<file path="src/inc/bsct_map.svh">
// Constants for the beam smoothing and cascade trigger block.
// Assumes the includer works at the 50 MHz system clock.
`ifndef BSCT_MAP_SVH
`define BSCT_MAP_SVH
// Parameter index and bit offsets of the two thresholds on the sensor link.
`define BSCT_PAR_IDX_SMOOTH 8'h47
`define BSCT_OFS_SMOOTH 8
`define BSCT_OFS_INV 0
`define BSCT_THR_RESET 32'h0000_0000
// Serial link frame layout for the threshold write.
`define BSCT_MB_FN_WRITE 8'h10
`define BSCT_MB_REG_HI 8'h00
`define BSCT_MB_REG_LO 8'h47
`define BSCT_MB_CNT_HI 8'h00
`define BSCT_MB_CNT_LO 8'h02
`define BSCT_MB_BYTES 8'h04
`define BSCT_MB_LAST_IDX 4'hc
`define BSCT_MB_ECHO_LAST 3'h5
// Shared pin function and switching codes.
`define BSCT_IO_TRIG_OUT 8'h03
`define BSCT_IO_TRIG_IN 8'h01
`define BSCT_SW_LIGHT 8'h00
// Timing: clock period, one microsecond, one millisecond in microseconds.
`define BSCT_CLK_NS 20
`define BSCT_US_NS 1000
`define BSCT_US_CYC (`BSCT_US_NS / `BSCT_CLK_NS)
`define BSCT_MS_US 1000
`endif

</file>
<file path="src/inc/bsct_pkg.sv">
// Types shared by the beam smoothing and cascade trigger block.
// Assumes nothing beyond a SystemVerilog compiler.
package bsct_pkg;
  // One-hot states of the slave scan sequencer.
  typedef enum logic [2:0] {
    BSCT_IDLE = 3'b001,
    BSCT_DELAY = 3'b010,
    BSCT_SCAN = 3'b100
  } bsct_scan_t;
  // Cascade and shared pin configuration, driven by the configuration logic.
  typedef struct packed {
    logic cascade_en;
    logic func_master;
    logic [15:0] period_ms;
    logic [15:0] delay_us;
    logic [7:0] io_func;
    logic [7:0] io_switch;
  } bsct_cfg_t;
endpackage

</file>
<file path="src/verilog/bsct_top.sv">
// Beam smoothing and cascade trigger logic of a measuring light curtain.
// Assumes configuration inputs and serial bytes come from logic on i_sys_clk,
// while the shared trigger pin arrives asynchronously from another curtain.
`timescale 1ns/1ps
`default_nettype none
`include "bsct_map.svh"
module bsct_top import bsct_pkg::*; #(
  parameter int NB = 16,
  parameter logic [7:0] MB_ADDR = 8'h01,
  parameter int US_CYC = `BSCT_US_CYC
) (
  input wire logic i_sys_clk,
  input wire logic i_rstn,
  input wire bsct_cfg_t i_cfg,
  input wire logic [NB-1:0] i_beams,
  input wire logic i_beams_valid,
  input wire logic i_par_wr,
  input wire logic [7:0] i_par_index,
  input wire logic [15:0] i_par_data,
  input wire logic i_mb_rx_valid,
  input wire logic [7:0] i_mb_rx_byte,
  input wire logic i_mb_rx_gap,
  input wire logic i_mb_tx_ready,
  input wire logic i_pin_in,
  input wire logic i_scan_done,
  output logic [NB-1:0] o_eval_beams,
  output logic o_eval_valid,
  output logic [31:0] o_thresholds,
  output logic o_mb_tx_valid,
  output logic [7:0] o_mb_tx_byte,
  output logic o_pin_out,
  output logic o_pin_oe,
  output logic o_scan_start,
  output logic o_scan_busy
);

  // ==========================================================================
  // State record
  typedef struct packed {
    bsct_scan_t scan_st;
    logic [15:0] us_cnt;
    logic [9:0] ms_cnt;
    logic [15:0] per_cnt;
    logic [15:0] dly_cnt;
    logic pin_s1, pin_s2, pin_prev, trig_hi, pin_oe, scan_start;
    logic [31:0] thr;
    logic [3:0] mb_idx;
    logic mb_ok, mb_tx;
    logic [2:0] tx_idx;
    logic [5:0][7:0] hdr;
    logic [31:0] mb_data;
    logic [NB-1:0] eval;
    logic eval_vld;
  } bsct_state_t;

  bsct_state_t r_reg, r_next;

  // ==========================================================================
  // Helpers
  // Counts set bits of a beam vector.
  function automatic logic [15:0] ones(input logic [NB-1:0] v);
    logic [15:0] n;
    n = 16'h0000;
    for (int i = 0; i < NB; i++) begin
      n = n + {15'h0000, v[i]};
    end
    return n;
  endfunction

  // Expected header byte of a threshold write frame at a given position.
  function automatic logic [7:0] hdr_exp(input logic [3:0] idx);
    case (idx)
      4'h0: hdr_exp = MB_ADDR;
      4'h1: hdr_exp = `BSCT_MB_FN_WRITE;
      4'h2: hdr_exp = `BSCT_MB_REG_HI;
      4'h3: hdr_exp = `BSCT_MB_REG_LO;
      4'h4: hdr_exp = `BSCT_MB_CNT_HI;
      4'h5: hdr_exp = `BSCT_MB_CNT_LO;
      default: hdr_exp = `BSCT_MB_BYTES;
    endcase
  endfunction

  // Derived roles and timebase ticks.
  logic [15:0] n_int, n_free, thr_smooth, thr_inv;
  logic pin_inv, master_on, slave_on, us_tick, ms_tick, per_end, trig_edge, pin_lvl;

  assign n_int = ones(i_beams);
  assign n_free = 16'(NB) - n_int;
  assign thr_smooth = {8'h00, r_reg.thr[`BSCT_OFS_SMOOTH +: 8]};
  assign thr_inv = {8'h00, r_reg.thr[`BSCT_OFS_INV +: 8]};
  assign pin_inv = (i_cfg.io_switch != `BSCT_SW_LIGHT);
  assign master_on = i_cfg.cascade_en && i_cfg.func_master
                     && (i_cfg.io_func == `BSCT_IO_TRIG_OUT);
  assign slave_on = i_cfg.cascade_en && !i_cfg.func_master
                    && (i_cfg.io_func == `BSCT_IO_TRIG_IN);
  assign us_tick = (r_reg.us_cnt == 16'(US_CYC - 1));
  assign ms_tick = us_tick && (r_reg.ms_cnt == 10'(`BSCT_MS_US - 1));
  assign per_end = ms_tick && (r_reg.per_cnt + 16'h0001 >= i_cfg.period_ms);
  assign pin_lvl = r_reg.pin_s2 ^ pin_inv;
  assign trig_edge = pin_lvl && !r_reg.pin_prev;

  // ==========================================================================
  // Next-state logic
  always_comb begin
    r_next = r_reg;
    r_next.scan_start = 1'b0;
    r_next.eval_vld = 1'b0;
    // Timebase: microsecond prescaler and millisecond divider.
    r_next.us_cnt = us_tick ? 16'h0000 : r_reg.us_cnt + 16'h0001;
    if (us_tick) begin
      r_next.ms_cnt = (r_reg.ms_cnt == 10'(`BSCT_MS_US - 1)) ? 10'h000 : r_reg.ms_cnt + 10'h001;
    end
    // Pin synchroniser; only the second stage is looked at.
    r_next.pin_s1 = i_pin_in;
    r_next.pin_s2 = r_reg.pin_s1;
    r_next.pin_prev = pin_lvl;
    // Smoothing on each new beam image.
    if (i_beams_valid) begin
      r_next.eval = (n_int >= thr_smooth) ? i_beams : '0;
      if (n_free < thr_inv) begin
        r_next.eval = r_next.eval | ~i_beams;
      end
      r_next.eval_vld = 1'b1;
    end
    // Master: periodic trigger pulse one microsecond wide, and own scan.
    r_next.pin_oe = master_on;
    if (!master_on) begin
      r_next.per_cnt = 16'h0000;
      r_next.trig_hi = 1'b0;
    end else begin
      if (us_tick) begin
        r_next.trig_hi = 1'b0;
      end
      if (per_end) begin
        r_next.per_cnt = 16'h0000;
        r_next.trig_hi = 1'b1;
        r_next.scan_start = 1'b1;
      end else if (ms_tick) begin
        r_next.per_cnt = r_reg.per_cnt + 16'h0001;
      end
    end
    // Slave sequencer: trigger, delay, one scan.
    case (r_reg.scan_st)
      BSCT_IDLE: begin
        if (slave_on && trig_edge) begin
          r_next.dly_cnt = 16'h0000;
          if (i_cfg.delay_us == 16'h0000) begin
            r_next.scan_st = BSCT_SCAN;
            r_next.scan_start = 1'b1;
          end else begin
            r_next.scan_st = BSCT_DELAY;
          end
        end
      end
      BSCT_DELAY: begin
        if (us_tick) begin
          r_next.dly_cnt = r_reg.dly_cnt + 16'h0001;
          if (r_reg.dly_cnt + 16'h0001 >= i_cfg.delay_us) begin
            r_next.scan_st = BSCT_SCAN;
            r_next.scan_start = 1'b1;
          end
        end
      end
      BSCT_SCAN: begin
        if (i_scan_done) begin
          r_next.scan_st = BSCT_IDLE;
        end
      end
      default: begin
        r_next.scan_st = BSCT_IDLE;
      end
    endcase
    // Sensor link parameter write of both thresholds.
    if (i_par_wr && i_par_index == `BSCT_PAR_IDX_SMOOTH) begin
      r_next.thr = {16'h0000, i_par_data};
    end
    // Serial frame receiver; bytes are ignored while the echo is sent.
    if (r_reg.mb_tx) begin
      if (i_mb_tx_ready) begin
        r_next.tx_idx = r_reg.tx_idx + 3'h1;
        if (r_reg.tx_idx == `BSCT_MB_ECHO_LAST) begin
          r_next.mb_tx = 1'b0;
        end
      end
    end else if (i_mb_rx_gap) begin
      r_next.mb_idx = 4'h0;
      r_next.mb_ok = 1'b1;
    end else if (i_mb_rx_valid && r_reg.mb_idx <= `BSCT_MB_LAST_IDX) begin
      r_next.mb_idx = r_reg.mb_idx + 4'h1;
      if (r_reg.mb_idx <= 4'h6 && i_mb_rx_byte != hdr_exp(r_reg.mb_idx)) begin
        r_next.mb_ok = 1'b0;
      end
      if (r_reg.mb_idx <= 4'h5) begin
        r_next.hdr[r_reg.mb_idx[2:0]] = i_mb_rx_byte;
      end
      if (r_reg.mb_idx >= 4'h7 && r_reg.mb_idx <= 4'ha) begin
        r_next.mb_data = {r_reg.mb_data[23:0], i_mb_rx_byte};
      end
      if (r_reg.mb_idx == `BSCT_MB_LAST_IDX && r_reg.mb_ok) begin
        r_next.thr = r_reg.mb_data;
        r_next.mb_tx = 1'b1;
        r_next.tx_idx = 3'h0;
      end
    end
  end

  // ==========================================================================
  // State register
  always_ff @(posedge i_sys_clk or negedge i_rstn) begin
    if (!i_rstn) begin
      r_reg <= '0;
      r_reg.scan_st <= BSCT_IDLE;
      r_reg.mb_ok <= 1'b1;
      r_reg.thr <= `BSCT_THR_RESET;
    end else begin
      r_reg <= r_next;
    end
  end
  // Outputs; the echo byte is selected from the captured header.
  assign o_eval_beams = r_reg.eval;
  assign o_eval_valid = r_reg.eval_vld;
  assign o_thresholds = r_reg.thr;
  assign o_mb_tx_valid = r_reg.mb_tx;
  assign o_mb_tx_byte = r_reg.hdr[r_reg.tx_idx];
  assign o_pin_out = r_reg.pin_oe && (r_reg.trig_hi ^ pin_inv);
  assign o_pin_oe = r_reg.pin_oe;
  assign o_scan_start = r_reg.scan_start;
  assign o_scan_busy = (r_reg.scan_st != BSCT_IDLE);
endmodule
`default_nettype wire

</file>
<file path="config.mk">
export PLATFORM = sky130hd
export DESIGN_NAME = bsct_top
export DESIGN_NICKNAME = d
export VERILOG_FILES = /design/src/inc/bsct_pkg.sv /design/src/verilog/bsct_top.sv
export VERILOG_INCLUDE_DIRS = /design/src /design/src/inc
export SDC_FILE = /design/constraint.sdc
export NUM_CORES = 1
export LEC_CHECK = 0
export BUFFER_PORTS_ARGS = -buffer_cell sky130_fd_sc_hd__buf_2
export CELL_PAD_IN_SITES_DETAIL_PLACEMENT = 0
export CELL_PAD_IN_SITES_GLOBAL_PLACEMENT = 1
export CORE_UTILIZATION = 45
export CTS_CLUSTER_DIAMETER = 80
export DETAILED_ROUTE_END_ITERATION = 10
export GPL_TIMING_DRIVEN = 1
export PLACE_DENSITY = 0.9
export SLEW_MARGIN = 20
export SYNTH_ARGS = -nofsm -noshare
export SYNTH_HDL_FRONTEND = slang
export SYNTH_SLANG_ARGS = --single-unit
</file>
<file path="constraint.sdc">
create_clock -name i_sys_clk -period 3.55 [get_ports i_sys_clk]
set_input_delay 0.1775 -clock i_sys_clk [delete_from_list [all_inputs] [get_ports i_sys_clk]]
set_output_delay 0.1775 -clock i_sys_clk [all_outputs]
set_load 0.01 [all_outputs]
</file>
==> metrics <==
status=finished, violations left; failing checks=negative setup slack; Syn. warnings=0; commonest cells after routing, fill and taps aside=203 x dfrtp_1, 160 x buf_2, 131 x nand2_1, 90 x inv_1, 78 x mux2_2; crit path cell chain=buf_8 -> inv_4 -> fa_1 -> fa_1 -> fa_2 -> fa_1 -> inv_1 -> ha_2 -> inv_2 -> fa_2 -> inv_2 -> nor3_4 -> buf_6 -> a21oi_2 -> ha_1 -> buf_6 -> a211oi_4 -> o21ai_4 -> o21ai_1; critical path class=input port to register; final worst slack=-811.9 ps; flops & latches, synth=205; Yosys cell types=between 60 and 70; Mapped Nets=around 1,300; CTS buffer count=24; CP startpoint kind=input port; Hold Crit Start=i_cfg[48]; FF-to-FF Start=r_reg[144]$_DFFE_PN0P_; Remaining DRCs=0; grt ovf=0; initial antenna violation count=0; Multi-input gate area=5831 µm²; num rows=58; Syn Inst Count=between 1,000 and 1,500; Final TNS setup=-12,290 ps; Power Dens Cells=~610 nW/µm²; fin crit period=4362 ps; Worst Path Arrival=4780 ps; Max-Cap Viols=0; critical path required time=roughly 4000 ps; vias=8,949; Hold Slack=between 20 and 25 ps; Buf/Inv on CP=7; dpl ws=-1433 ps; register area=roughly 5000 µm²; final core utilization=0.5635; crit-path max FO=8; final RePlAce weighted congestion=around 0.83; cell leakage power=around 7.0 nW; fill count=roughly 2,200; Die Width=between 150 and 200 µm; first-pass GRT wire length=43,600 µm; WL/cell=around 16 µm; final-report hold violation count=0; most repeated library cell on the critical path=fa_1; predominant post-synthesis flop cell=dfrtp_1; final setup fails=16; Clock Sink Count=205; CP max-delay cell=fa_1; CP max stage delay=590 ps; 1st-pass router iterations=5; vias per std cell=about 5.3; Slew @ Worst Pin=886.2 ps; Reg clk slew, reported paths=60 ps; syn_area_per_cell=between 10 and 15 µm²; IO buf count=168; ys async rst share=1.000; I/O pin cnt=169; Post-DP HPWL=~18,000 µm; initial cell density of the core=0.4627; sequential area share after synthesis=0.4380; Max VDD drop=~0.56 mV; vias in the first global route=8,886; CORE AREA=roughly 25,000 µm²; EDFF count, synth=0; diode count=0; Hold Crit Class=input port to register; clk root buf=clkbuf_16; 1st-iter DRT viols=508; Final Skew=between 20 and 25 ps; final slew viol count=0; launch point of the worst path=i_beams[1]; post-route ant nets=0; Final Cycle Share=1.229; Area growth, synth to finish=21.78%; Largest delay share family, worst path=adder cells; most common cell after layout, fill and taps aside=dfrtp_1; crit end category=register; Final #Nets=1,528; Max H-tree Level=1; Clk Latency, worst-skew pair=530 ps; top achievable clock speed=around 230 MHz; RSZ-0062 raised after global routing=true; Routed WL=around 26,000 µm; Die Span Y=~160 µm; CTS Buffer Depth=3; die footprint=around 27,000 µm²; largest net degree at the start of global routing=100; Slew headroom=0.4092; CTS tree=yes; share of post-route cells with drive strength above 1=0.2926; setup slack, reg-to-reg=around 200 ps; Pwr Total=~8.7 mW; GR Util All Layers=0.2003; synthesized area=11,720 µm²
==> layer usage <==
| layer | up-vias | GRT usage | routed length, µm |
|---|---|---|---|
| li1 | 4376 | - | - |
| met1 | 4331 | 0.2730 | 12090 |
| met2 | 206 | 0.3351 | 12650 |
| met3 | 36 | 0.02565 | 1283 |
| met4 | 0 | 0.05268 | 440 |
| met5 | - | 0 | 0 |
==> worst register-to-register path, delay by kind of cell, from the launching register on <==
family,cells,cell delay [ps]
AND/OR/NAND/NOR,5,1090
AO/OA/AOI/OAI,4,920
adder cells (fa/ha/maj),2,560
flip-flops,1,430
XOR/XNOR,1,260
==> cell type report <==
| type | instances | share of cell area |
|---|---|---|
| tap | 330 | 0.02893 |
| sequential | 205 | 0.3596 |
| timing repair buffer | 245 | 0.1126 |
| inverter | 99 | 0.02709 |
| clock inverter | 15 | 0.01701 |
| multi-input combinational | 774 | 0.4086 |
| clock buffer | 29 | 0.04620 |
==> logic make-up (layout without fill, tap and decap cells) <==
group                      after synthesis  after routing  synth area share
AOI/OAI and AO/OA                      208            209            0.1055
buffers and inverters                  185            388           0.07687
xor gates and xnor gates                41             41           0.03064
muxes                                  110            110            0.1108
and+or+nand+nor                        342            342            0.1549
DFF                                    205            205            0.4380
adders and majority gates               72             72           0.08328
==> cells in the mapped netlist, drive strengths merged (2+ instances only) <==
cell type,count,area (µm²)
a21o,11,82.58
nand3,42,210.2
a22o,6,52.55
or2,9,56.30
mux2,78,878.3
o21a,4,30.03
fa,10,200.2
mux4,8,180.2
nor2,44,170.2
nor2b,22,137.6
o31ai,8,60.06
dfrtp,203,5080
o21ai,96,484.2
or4,4,30.03
nor4,16,160.1
mux2i,24,240.2
a2111oi,2,36.29
a211oi,3,22.52
nand2,131,491.7
nor3,9,60.06
dfstp,2,52.55
o21bai,4,30.03
buf,67,457.9
and3,13,81.33
ha,62,775.7
nand2b,16,107.6
nand4,10,77.57
o22ai,9,56.30
xnor2,30,262.8
a211o,3,26.28
nor4b,4,50.05
a32o,3,30.03
inv,99,371.6
a21oi,51,255.2
and4,5,43.79
xor2,11,96.34
nand3b,3,22.52
clkbuf,19,71.32
and2,6,37.54
==> path summary, 6_finish.rpt <==
check	cells after the start	endpoint
max reg2reg	12	r_reg[204]$_DFFE_PN0P_
max	19	o_eval_beams[5]$_DFFE_PN0P_
min in group asynchronous	2	o_thresholds[21]$_DFF_PN0_
min reg2reg	0	r_reg[142]$_DFF_PN0_
max in group asynchronous	3	r_reg[202]$_DFFE_PN1P_
min	3	r_reg[140]$_DFFE_PN0P_
==> per-stage QoR <==
stage          cell area, µm²  instances
3_5_place_dp            12830       1612
3_3_place_gp            12830       1612
6_report                14270       1697
5_1_grt                 14270       1697
4_1_cts                 14190       1695
2_1_floorplan           11790       1163
==> timing repair <==
item                                    in CTS  in global routing
pin swaps                                   16                  3
hold endpoints to repair                   133                  0
hold buffers                                35                  0
cloned                                       1                  0
resized for setup                           35                 16
endpoints found under the setup margin      16                 18
buffers inserted                             3                  2
==> where the power goes <==
group          total (mW)  internal [mW]  switching [mW]
registers            2.93           2.66           0.270
clock network        2.75           1.76           0.986
logic                3.02           1.53            1.49
Power figures use the tool's default switching activity.
